<file path="src/rtl/bfp_pkg.sv">
// constants and types for the breaker failure timer block
package bfp_pkg;

   // timing
   localparam int CLK_PERIOD_NS  = 50;
   localparam int PROG_CYCLE_NS  = 5_000_000;
   localparam int PROG_CYCLE_CLKS = PROG_CYCLE_NS / CLK_PERIOD_NS;
   localparam int STEP_MS        = 5;
   localparam int RETRIP_DLY_MS  = 100;
   localparam int BF_DLY_MS      = 200;
   localparam int BLOCK_LEAD_MS  = 5;

   // register byte offsets
   localparam logic [7:0] OFS_CTRL    = 8'h00;
   localparam logic [7:0] OFS_PH_THR  = 8'h04;
   localparam logic [7:0] OFS_RES_THR = 8'h08;
   localparam logic [7:0] OFS_RT_DLY  = 8'h0C;
   localparam logic [7:0] OFS_BF_DLY  = 8'h10;
   localparam logic [7:0] OFS_STATUS  = 8'h14;

   // control register fields
   localparam int CTRL_RT_EN = 0;
   localparam int CTRL_MODE  = 1;
   localparam int CTRL_RES   = 3;
   localparam int CTRL_NODE  = 5;
   localparam int CTRL_ALLOW = 8;

   // status register fields
   localparam int STS_COND  = 0;
   localparam int STS_BEH   = 4;
   localparam int STS_BEH_V = 7;
   localparam int STS_START = 8;
   localparam int STS_BLK   = 9;
   localparam int STS_RT    = 10;
   localparam int STS_BF    = 11;

   // reset values
   localparam logic [15:0] RST_PH_THR   = 16'h0014;
   localparam logic [15:0] RST_RES_THR  = 16'h04B0;
   localparam logic [18:0] RST_RT_DLY   = 19'(RETRIP_DLY_MS / STEP_MS);
   localparam logic [18:0] RST_BF_DLY   = 19'(BF_DLY_MS / STEP_MS);

   // comparator hysteresis, drop-out ratio in percent
   localparam logic [31:0] DROP_PCT = 32'h0000_0061;
   localparam logic [31:0] FULL_PCT = 32'h0000_0064;

   typedef enum logic [1:0] {
      MODE_CUR     = 2'h0,
      MODE_CUR_AND = 2'h1,
      MODE_CUR_OR  = 2'h2
   } bfp_mode_t;

   typedef enum logic [1:0] {
      RES_NONE = 2'h0,
      RES_IN1  = 2'h1,
      RES_IN2  = 2'h2,
      RES_CALC = 2'h3
   } bfp_res_t;

   typedef enum logic [2:0] {
      NODE_ON      = 3'h0,
      NODE_BLOCKED = 3'h1,
      NODE_TEST    = 3'h2,
      NODE_TST_BLK = 3'h3,
      NODE_OFF     = 3'h4
   } bfp_node_t;

   typedef enum logic [2:0] {
      COND_NORMAL  = 3'h0,
      COND_START   = 3'h1,
      COND_RETRIP  = 3'h2,
      COND_BF      = 3'h3,
      COND_ON      = 3'h4,
      COND_BLOCKED = 3'h5
   } bfp_cond_t;

   typedef enum logic [2:0] {
      ST_IDLE = 3'b001,
      ST_RUN  = 3'b010,
      ST_BLK  = 3'b100
   } bfp_state_t;

endpackage

</file>
<file path="src/rtl/bfp_timer.sv">
// breaker failure timer block: pick-up, retrip and failure timers, wishbone
module bfp_timer
   import bfp_pkg::*;
#(
   parameter int CYCLE_CLKS = PROG_CYCLE_CLKS,
   parameter int MAG_W      = 16,
   parameter int DLY_W      = 19
) (
   // clock, reset, enable
   input  wire logic              clk_i,
   input  wire logic              rst_i,
   input  wire logic              ce_i,
   // measured magnitudes, same scale as the thresholds
   input  wire logic [MAG_W-1:0]  ph1_mag_i,
   input  wire logic [MAG_W-1:0]  ph2_mag_i,
   input  wire logic [MAG_W-1:0]  ph3_mag_i,
   input  wire logic [MAG_W-1:0]  res1_mag_i,
   input  wire logic [MAG_W-1:0]  res2_mag_i,
   input  wire logic [MAG_W-1:0]  calculated_residual_i,
   // trip relay monitor and blocking
   input  wire logic              trip_relay_i,
   input  wire logic              block_i,
   // outputs toward breakers and indications
   output logic                   retrip_o,
   output logic                   breaker_failure_output_o,
   output logic                   start_o,
   output logic                   blocked_o,
   // wishbone slave
   input  wire logic              wb_cyc_i,
   input  wire logic              wb_stb_i,
   input  wire logic              wb_we_i,
   input  wire logic [7:0]        wb_adr_i,
   input  wire logic [3:0]        wb_sel_i,
   input  wire logic [31:0]       wb_dat_i,
   output logic [31:0]            wb_dat_o,
   output logic                   wb_ack_o
);

   localparam int DIV_W = $clog2(CYCLE_CLKS + 1);
   localparam logic [DIV_W-1:0] DIV_LAST = DIV_W'(CYCLE_CLKS - 1);
   localparam logic [DLY_W-1:0] CNT_MAX  = {DLY_W{1'b1}};

   typedef struct packed {
      logic [DIV_W-1:0] div;
      bfp_state_t       st;
      logic [2:0]       ph_pick;
      logic             res_pick;
      logic             timing;
      logic [DLY_W-1:0] rt_cnt;
      logic [DLY_W-1:0] bf_cnt;
      logic             start;
      logic             blocked;
      logic             retrip;
      logic             bf;
      logic             retrip_en;
      bfp_mode_t        mode;
      bfp_res_t         res_sel;
      bfp_node_t        node_mode;
      logic             allow_node;
      logic [MAG_W-1:0] ph_thr;
      logic [MAG_W-1:0] res_thr;
      logic [DLY_W-1:0] rt_dly;
      logic [DLY_W-1:0] bf_dly;
      logic             ack;
      logic [31:0]      dat;
   } bfp_regs_t;

   bfp_regs_t s;
   bfp_regs_t next_s;
   logic      tick;

   // comparator with hysteresis: picks above threshold, drops below 97 %
   // of the phase threshold, whichever input it watches
   function automatic logic cmp_pick(input logic prev,
                                     input logic [MAG_W-1:0] mag,
                                     input logic [MAG_W-1:0] thr,
                                     input logic [MAG_W-1:0] ref_thr);
      logic [31:0] lhs;
      logic [31:0] rhs;
      lhs = 32'(mag) * FULL_PCT;
      rhs = 32'(ref_thr) * DROP_PCT;
      if (prev) begin
         cmp_pick = !(lhs < rhs);
      end else begin
         cmp_pick = mag > thr;
      end
   endfunction

   // byte-lane merge of a write into a register of up to 32 bits
   function automatic logic [31:0] merge(input logic [31:0] old,
                                         input logic [31:0] wd,
                                         input logic [3:0]  sel);
      logic [31:0] m;
      m = {{8{sel[3]}}, {8{sel[2]}}, {8{sel[1]}}, {8{sel[0]}}};
      merge = (old & ~m) | (wd & m);
   endfunction

   // one program cycle tick; all protection logic steps only on it
   assign tick = ce_i && (s.div == '0);

   //////////////////////////////////////////////////////////////////////////
   // next state
   always_comb begin
      logic [31:0]      rd;
      logic [31:0]      ctl;
      logic [MAG_W-1:0] res_mag;
      logic             blk;
      logic             cur;
      logic             pick;
      logic             gate;
      logic             off;
      bfp_cond_t        cond;
      rd      = '0;
      ctl     = '0;
      res_mag = '0;
      blk     = 1'b0;
      cur     = 1'b0;
      pick    = 1'b0;
      gate    = 1'b0;
      off     = 1'b0;
      cond    = COND_NORMAL;
      next_s  = s;
      next_s.ack = 1'b0;

      // program cycle divider
      next_s.div = (s.div == '0) ? DIV_LAST : s.div - 1'b1;

      // condition value, highest event wins
      if (s.blocked) begin
         cond = COND_BLOCKED;
      end else if (s.bf) begin
         cond = COND_BF;
      end else if (s.retrip) begin
         cond = COND_RETRIP;
      end else if (s.start) begin
         cond = COND_START;
      end else if (s.node_mode != NODE_OFF) begin
         cond = COND_ON;
      end

      // register read view
      ctl[CTRL_RT_EN]          = s.retrip_en;
      ctl[CTRL_MODE +: 2]      = s.mode;
      ctl[CTRL_RES +: 2]       = s.res_sel;
      ctl[CTRL_NODE +: 3]      = s.node_mode;
      ctl[CTRL_ALLOW]          = s.allow_node;
      unique case (wb_adr_i)
         OFS_CTRL:    rd = ctl;
         OFS_PH_THR:  rd = 32'(s.ph_thr);
         OFS_RES_THR: rd = 32'(s.res_thr);
         OFS_RT_DLY:  rd = 32'(s.rt_dly);
         OFS_BF_DLY:  rd = 32'(s.bf_dly);
         OFS_STATUS: begin
            rd[STS_COND +: 3] = cond;
            if (s.allow_node) begin
               rd[STS_BEH +: 3] = s.node_mode;
               rd[STS_BEH_V]    = 1'b1;
            end
            rd[STS_START] = s.start;
            rd[STS_BLK]   = s.blocked;
            rd[STS_RT]    = s.retrip;
            rd[STS_BF]    = s.bf;
         end
         default:     rd = '0;
      endcase

      // bus: ack one cycle after the request, read data with it
      if (wb_cyc_i && wb_stb_i && !s.ack) begin
         next_s.ack = 1'b1;
         next_s.dat = rd;
      end

      // write takes effect on the edge that sees ack high
      if (wb_cyc_i && wb_stb_i && s.ack && wb_we_i) begin
         unique case (wb_adr_i)
            OFS_CTRL: begin
               ctl = merge(ctl, wb_dat_i, wb_sel_i);
               next_s.retrip_en = ctl[CTRL_RT_EN];
               next_s.mode      = bfp_mode_t'(ctl[CTRL_MODE +: 2]);
               next_s.res_sel   = bfp_res_t'(ctl[CTRL_RES +: 2]);
               next_s.node_mode = bfp_node_t'(ctl[CTRL_NODE +: 3]);
               next_s.allow_node = ctl[CTRL_ALLOW];
            end
            OFS_PH_THR: next_s.ph_thr =
               MAG_W'(merge(32'(s.ph_thr), wb_dat_i, wb_sel_i));
            OFS_RES_THR: next_s.res_thr =
               MAG_W'(merge(32'(s.res_thr), wb_dat_i, wb_sel_i));
            OFS_RT_DLY: next_s.rt_dly =
               DLY_W'(merge(32'(s.rt_dly), wb_dat_i, wb_sel_i));
            OFS_BF_DLY: next_s.bf_dly =
               DLY_W'(merge(32'(s.bf_dly), wb_dat_i, wb_sel_i));
            default: ;
         endcase
      end

      //////////////////////////////////////////////////////////////////////
      // protection logic, once per program cycle
      if (tick) begin
         // block sampled first, everything below sees this value
         blk = block_i || (s.node_mode == NODE_BLOCKED)
                       || (s.node_mode == NODE_TST_BLK);
         off = (s.node_mode == NODE_OFF);

         // comparators with 97 % drop-out
         next_s.ph_pick[0] = cmp_pick(s.ph_pick[0], ph1_mag_i, s.ph_thr,
                                      s.ph_thr);
         next_s.ph_pick[1] = cmp_pick(s.ph_pick[1], ph2_mag_i, s.ph_thr,
                                      s.ph_thr);
         next_s.ph_pick[2] = cmp_pick(s.ph_pick[2], ph3_mag_i,
                                      s.ph_thr, s.ph_thr);
         unique case (s.res_sel)
            RES_IN1:  res_mag = res1_mag_i;
            RES_IN2:  res_mag = res2_mag_i;
            RES_CALC: res_mag = calculated_residual_i;
            default:  res_mag = '0;
         endcase
         next_s.res_pick = (s.res_sel != RES_NONE)
                        && cmp_pick(s.res_pick, res_mag, s.res_thr,
                                    s.ph_thr);
         cur = (|next_s.ph_pick) || next_s.res_pick;

         // mode-dependent pick-up and timing gate
         unique case (s.mode)
            MODE_CUR_AND: begin
               pick = cur;
               gate = trip_relay_i;
            end
            MODE_CUR_OR: begin
               pick = cur || trip_relay_i;
               gate = 1'b1;
            end
            default: begin
               pick = cur;
               gate = 1'b1;
            end
         endcase

         // start / blocked sequencing
         unique case (s.st)
            ST_IDLE: begin
               if (pick && !off) begin
                  next_s.st = blk ? ST_BLK : ST_RUN;
               end
            end
            ST_RUN: begin
               if (!pick || off) begin
                  next_s.st = ST_IDLE;
               end else if (blk) begin
                  next_s.st = ST_BLK;
               end
            end
            ST_BLK: begin
               if (!pick || off) begin
                  next_s.st = ST_IDLE;
               end
            end
            default: next_s.st = ST_IDLE;
         endcase

         // both timers share the one pick-up and gate
         next_s.timing = (next_s.st == ST_RUN) && gate;
         if (next_s.timing && s.timing) begin
            next_s.rt_cnt = (s.rt_cnt == CNT_MAX) ? s.rt_cnt
                                                  : s.rt_cnt + 1'b1;
            next_s.bf_cnt = (s.bf_cnt == CNT_MAX) ? s.bf_cnt
                                                  : s.bf_cnt + 1'b1;
         end else begin
            next_s.rt_cnt = '0;
            next_s.bf_cnt = '0;
         end

         // outputs; retrip held low when retrip is disabled
         next_s.start   = (next_s.st == ST_RUN);
         next_s.blocked = (next_s.st == ST_BLK);
         next_s.retrip  = next_s.timing && s.retrip_en
                       && (next_s.rt_cnt >= s.rt_dly);
         next_s.bf      = next_s.timing
                       && (next_s.bf_cnt >= s.bf_dly);
      end

      // synchronous reset
      if (rst_i) begin
         next_s           = '0;
         next_s.div       = DIV_LAST;
         next_s.st        = ST_IDLE;
         next_s.retrip_en = 1'b1;
         next_s.mode      = MODE_CUR;
         next_s.res_sel   = RES_NONE;
         next_s.node_mode = NODE_ON;
         next_s.ph_thr    = MAG_W'(RST_PH_THR);
         next_s.res_thr   = MAG_W'(RST_RES_THR);
         next_s.rt_dly    = DLY_W'(RST_RT_DLY);
         next_s.bf_dly    = DLY_W'(RST_BF_DLY);
      end
   end

   // state register; enable low freezes everything but reset
   always_ff @(posedge clk_i) begin
      if (rst_i || ce_i) begin
         s <= next_s;
      end
   end

   // outputs straight from the state register
   assign retrip_o                 = s.retrip;
   assign breaker_failure_output_o = s.bf;
   assign start_o                  = s.start;
   assign blocked_o                = s.blocked;
   assign wb_dat_o                 = s.dat;
   assign wb_ack_o                 = s.ack;
endmodule

</file>
<file path="config.mk">
export PLATFORM = sky130hd
export DESIGN_NAME = bfp_timer
export DESIGN_NICKNAME = d
export VERILOG_FILES = /design/src/rtl/bfp_pkg.sv /design/src/rtl/bfp_timer.sv
export SDC_FILE = /design/constraint.sdc
export NUM_CORES = 1
export LEC_CHECK = 0
export BUFFER_PORTS_ARGS = -buffer_cell sky130_fd_sc_hd__buf_2
export CAP_MARGIN = 30
export CORE_MARGIN = 3
export CORE_UTILIZATION = 36
export DETAILED_ROUTE_END_ITERATION = 10
export REMOVE_ABC_BUFFERS = 1
export SLEW_MARGIN = 10
export SYNTH_ARGS = -nofsm -noshare
export SYNTH_HDL_FRONTEND = slang
export SYNTH_SLANG_ARGS = --single-unit
</file>
<file path="constraint.sdc">
create_clock -name clk_i -period 7.6 [get_ports clk_i]
set_input_delay 0.38 -clock clk_i [delete_from_list [all_inputs] [get_ports clk_i]]
set_output_delay 0.38 -clock clk_i [all_outputs]
set_load 0.02 [all_outputs]
</file>
# ---- Word-level counts from Yosys, hierarchy flattened
# Cells that the tools add are included.
dict set report word_totals {
  latch_bits 0
  reg_bits 179
  word_cells 161
  mem_count 0
  ram_bits 0
  mem_bits_ro 0
  output_inout_bits 37
}
dict set report op_classes {
  div 0
  shifts 0
  bitwise_logic 12
  mux 43
  n_reduce_logical 45
  addsub 3
  n_lt_le_gt_ge 10
  eq_ne 21
  n_mul 5
}
# cell n
set op_table {}
lappend op_table {{23-bit < comparator} 4}
lappend op_table {{16-bit by 5-bit multiplier with 21-bit output (second input constant)} 4}
lappend op_table {{79-bit two-way mux} 1}
lappend op_table {{19-bit two-way mux} 4}
lappend op_table {{38-bit two-way mux} 2}
lappend op_table {{16-bit greater-than comparator} 4}
lappend op_table {{19-bit AND} 3}
lappend op_table {{50-bit two-way mux} 1}
lappend op_table {{16-bit two-way mux} 3}
lappend op_table {{16-bit case mux with 3 select lines} 1}
lappend op_table {{8-bit case mux with 6 select lines} 1}
lappend op_table {{19-bit by 1-bit adder with 19-bit output (second input constant)} 2}
lappend op_table {{19-bit == test (second input constant)} 2}
lappend op_table {{19-bit >= comparator} 2}
lappend op_table {{19-bit OR} 2}
lappend op_table {{3-bit two-way mux} 11}
lappend op_table {{33-bit two-way mux} 1}
lappend op_table {{16-bit AND} 2}
lappend op_table {{16-bit OR} 2}
lappend op_table {{7-bit case mux with 4 select lines} 1}
lappend op_table {{16-bit by 7-bit multiplier with 23-bit output (second input constant)} 1}
lappend op_table {{19-bit inverter} 1}
lappend op_table {{3-bit case mux with 6 select lines} 1}
lappend op_table {{2-bit nonzero test} 9}
lappend op_table {{other kinds (26)} 74}

# ---- Logic depth before layout (Yosys ltp)
dict set report logic_depth {
  ltp_word 26
  mapped_depth 42
  depth_no_buf 37
}

# ---- Least setup slack after synthesis
# OpenSTA, ideal clock, no wires.
dict set report synth_timing {
  path_kind {reg-to-reg}
  from {reg s[108] (netlist name)}
  to {reg s, in the netlist retrip_o, data pin}
  t_required_ns 7.340
  path_slack_ns -0.017
  path_stages_with_launch 39
  t_arrival_ns 7.357
  n_path_buf 4
  path_cell_list {edfxtp_1 buf_1 clkbuf_1 mux2_2 a22o_1 ha_1 ha_1 inv_1 fa_1 inv_1 ha_1 or2_2 o31a_1 and3_1 nor2_1 a21oi_1 a211o_1 a21oi_1 [... 3 more ...] nand2_1 nand3b_1 a41oi_1 o21ai_0 o2111ai_1 and4_4 buf_6 buf_4 nor2_1 ha_1 a21bo_2 a21o_1 a21oi_1 o21ai_0 a21o_1 a221o_1 a21oi_1 nor4_1}
}
dict set report synth_via {
  elab_chain_cells 26
  elab_cells_between_ends 34
}
# element line_no
set synth_rtl {}
lappend synth_rtl {{from (decl)} bfp_timer.sv:68} ;# bfp_regs_t s;
lappend synth_rtl {{from (signal assigned)} bfp_timer.sv:300} ;# s <= next_s;
lappend synth_rtl {{2-bit == test / 2-bit by 1-bit == test with 1-bit output (equally long branches)} bfp_timer.sv:211} ;# unique case (s.res_sel)
lappend synth_rtl {{16-bit case mux with 3 select lines} bfp_timer.sv:211}
lappend synth_rtl {{16-bit two-way mux} bfp_timer.sv:198} ;# if (tick) begin
lappend synth_rtl {{16-bit by 5-bit multiplier with 21-bit output} bfp_timer.sv:80} ;# lhs = 32'(mag) * FULL_PCT;
lappend synth_rtl {{23-bit < comparator} bfp_timer.sv:83} ;# cmp_pick = !(lhs < rhs);
lappend synth_rtl {{1-bit logical NOT} bfp_timer.sv:83}
lappend synth_rtl {{1-bit two-way mux} bfp_timer.sv:82} ;# if (prev) begin
lappend synth_rtl {{1-bit two-way mux} bfp_timer.sv:198}
lappend synth_rtl {{[... 10 more ...]} n/a}
lappend synth_rtl {{3-bit by 2-bit == test with 1-bit output (*)} bfp_timer.sv:261} ;# next_s.timing = (next_s.st == ST_RUN) && gate;
lappend synth_rtl {{1-bit logical AND (*)} bfp_timer.sv:261}
lappend synth_rtl {{1-bit logical AND} bfp_timer.sv:262} ;# if (next_s.timing && s.timing) begin
lappend synth_rtl {{38-bit two-way mux} bfp_timer.sv:262}
lappend synth_rtl {{38-bit two-way mux} bfp_timer.sv:198}
lappend synth_rtl {{19-bit >= comparator} bfp_timer.sv:276} ;# && (next_s.rt_cnt >= s.rt_dly);
lappend synth_rtl {{1-bit logical AND (*)} bfp_timer.sv:276}
lappend synth_rtl {{50-bit two-way mux (*)} bfp_timer.sv:198}
# Mark *: on every way between the ends. The rest lies on a longest branch, timed or not. The select of a mux whose other input is x is not followed.
# A chain may end at the register's enable or synchronous reset.

# ---- Final worst setup path
# Ends and elaborated chain as after synthesis.

==> impl_metrics.yaml <==
final_layout:
  finalNonFillerCells: 3479
  final_area_um2: 25040
  drive_gt1_frac: 0.1739
  mostFrequentLayoutCell: "ha_1"
  multi_input_comb_area_um2: 15050
  area.growth.synth_to_final_pct: 17.73
  most-common-layout-cells: "ha_1 (442), inv_1 (349), nand2_1 (241)"
  n_fill_cell: 5668
  register_area_um2: 4985
  n_antenna_cell: 0
  final_nets: 3364
placed_design:
  place_ws_ns: -0.2930
  dpl_cells: 3416
  detailedPlacementHpwl_um: 50580
  port_buffers: 157
  global_placer_s_final_weighted_congestion: 0.9067
  detailed_place.area_um2: 23590
synthesis:
  synth_ff_type: "edfxtp_1"
  yosysSeqAreaShare: 0.2344
  asyncSetResetFlopFracSynth: 0
  synth_edf_count: 166
  syn_avg_cell_area_um2: 8.702
  synthDominantAreaCellType: "ha_1"
  synth_warnings: 0
  synthesis.instances: 2444
  seq_cells_post_synth: 166
  ys_top_cells_by_area: "ha_1 (27%), edfxtp_1 (23%), inv_1 (6.2%)"
  syn-cell-area_um2: 21270
  synth_cell_type_count: 74
  yosysTopAreaCellShare: 0.2724
worst_setup_path:
  critPathSlowestCell: "fa_1"
  crit_path_dat_ns: 7.58
  path_common_cell: "a21oi_2"
  crit_path_max_incr_delay_ns: 0.53
  path_class: "flop to flop"
  worstSetupEndpointType: "flop"
  setup.worst_path.start_class: "flop"
  minimum_setup_slack_among_reg_to_reg_paths_ns: 0.20
  critPathRequiredTime_ns: 7.78
  reg2regPathDepth: 34
  crit_path_max_fanout: 6
  rr_startpoint: "s[108]$_SDFFCE_PP0P_"
  regToRegEndpoint: "retrip_o$_SDFFCE_PP0P_"
grt:
  grt_overflow: 0
  grt_pass1_wl_um: 98250
  vias_in_the_first_global_route: 18380
  antenna_violations_before_repair: 3
  grt_use_total: 0.1967
  grt_start_max_net_pins: 81
hold_path:
  hold_depth: 3
  worstHoldPathType: "primary input to flop"
  whs_endpoint: "s[50]$_SDFFCE_PP0P_"
  holdCritStartpoint: "wb_dat_i[17]"
clock_network:
  root_buffer: "clkbuf_16"
  numClockSinks: 166
  tritoncts.num_buffers: 17
  maximum_clock_path_buffer_count: 2
  clk_pin_slew_ns: 0.07
  insertion_delay_ns: 0.44
  tritoncts: "built"
  cts_htree_levels: 4
pwr:
  max-vdd-ir-drop_mv: 0.1592
  total_leakage_power_uw: 0.01211
  powerDensity_nw_per_um2: 204.0
routing:
  wire_per_inst_um: 18.21
  initial_drt_pass_iterations: 5
  routed_wl_um: 63360
  vias_per_cell: 5.337
  route.detailed.drc: 0
  vias: 18570
  ant_nets: 0
  initialDrtViolationCount: 1288
floorplanning:
  placeableCoreArea_um2: 58030
  die_x_um: 249.1
  die-area_um2: 62030
  io-pin-count: 185
  die_h_um: 249.1
  std_cell_rows: 88
  floorplan.initialDensity: 0.3665
run:
  max-cap-violations: 0
status:
  outcome: "complete, no violations"
sta:
  final.hold.worst_slack_ns: 0.3228
  achievable-frequency_mhz: 135.1
  finalHoldViolCount: 0
  fin_worst_skew_ns: 0.01675
  slew_margin_rel: 0.3512
  fin_crit_ns: 7.403
  layout_setup_ws_ns: 0.1970
  final_max_slew_viol_count: 0
  worst-slew-pin-transition_ns: 0.9731
  share_of_the_clock_period_used_by_the_worst_path: 0.9741
  finalSetupTns_ns: 0
  setup_violations: 0
-- Yosys cell counts, drive strengths merged (12+ instances only) --
library cell,instances
ha,463
inv,353
nand2,241
a21oi,196
nor2,196
edfxtp,166
xnor2,87
o21ai,73
fa,52
nand3,52
buf,46
clkbuf,46
a21o,39
nand4,38
nor3,37
xor2,30
and3,20
a211oi,19
mux2,19
nor2b,18
mux2i,16
nand2b,16
nor4,16
a22oi,15
o21a,14
a221oi,12
o2111ai,12
-- registers in the layout, summed over array words and instances (netlist names) --
register                  cells
s                           142
start_o                       1
blocked_o                     1
wb_ack_o                      1
breaker_failure_output_o      1
wb_dat_o                     19
retrip_o                      1
-- critical path, delay by kind of cell, from the launching register on --
family	cells	cell delay (ns)
multiplexers	1	0.35
AND/OR/NAND/NOR	6	0.95
buffers and inverters	3	0.47
AO/OA/AOI/OAI	17	2.93
flip-flops	1	0.41
XOR/XNOR	1	0.08
adder cells (fa/ha/maj)	6	1.91
-- where the power goes --
part,switching (uW),internal (uW),leakage [uW]
sequential,48.2,1070,0.00166
combinational,1700,1390,0.0102
clock,433,474,0.000295
total,2180,2930,0.0121
-- logic make-up after synthesis --
family	count (synthesis)	share of synthesized area
buf+inv	445	0.08654
simple gates	683	0.1469
flops	166	0.2344
xor+xnor	117	0.04818
compound gates	481	0.1443
fa+ha+maj	516	0.3219
mux	35	0.01759
other cells	1	0.0001763
-- layout make-up --
type	count	area share
multi-input cells	1845	0.6009
flip-flops and latches	166	0.1991
repair buffers	318	0.08460
inverters	353	0.05292
well taps	765	0.03823
clock buffers	17	0.01699
clock inverters	15	0.007246
-- how the worst max path moves through the flow --
stage	start	end	slack [ns]	cells past startpoint
floorplan	s[108]$_SDFFCE_PP0P_	retrip_o$_SDFFCE_PP0P_	-0.39	34
global placement	s[107]$_SDFFCE_PP0P_	retrip_o$_SDFFCE_PP0P_	-0.08	35
detailed placement	s[107]$_SDFFCE_PP0P_	retrip_o$_SDFFCE_PP0P_	-0.29	34
CTS	s[91]$_SDFFCE_PP1P_	retrip_o$_SDFFCE_PP0P_	0.0004	35
global route	s[108]$_SDFFCE_PP0P_	retrip_o$_SDFFCE_PP0P_	-0.09	38
finish	s[108]$_SDFFCE_PP0P_	retrip_o$_SDFFCE_PP0P_	0.20	34
-- through the flow --
step                utilization  power (uW)
detailed placement       0.4065        3977
global placement         0.4051        3866
global route             0.4315        5545
CTS                      0.4185        4916
finish                   0.4315        5108
floorplan                     -        2986
-- routing by layer --
layer | routed length (um) | up-vias | GRT usage
met5 | 8 | - | 0
met4 | 1810 | 2 | 0.05935
met3 | 3447 | 83 | 0.02057
met2 | 29650 | 548 | 0.3332
met1 | 28440 | 8864 | 0.2649
li1 | - | 9072 | -
-- repair_timing --
item	in CTS	in global routing
setup buffers	4	23
hold buffers	0	0
cloned	0	0
endpoints found under the setup margin	2	2
pin swaps	6	55
resized for setup	15	93
Note: power is estimated with default switching activity, not from simulation.
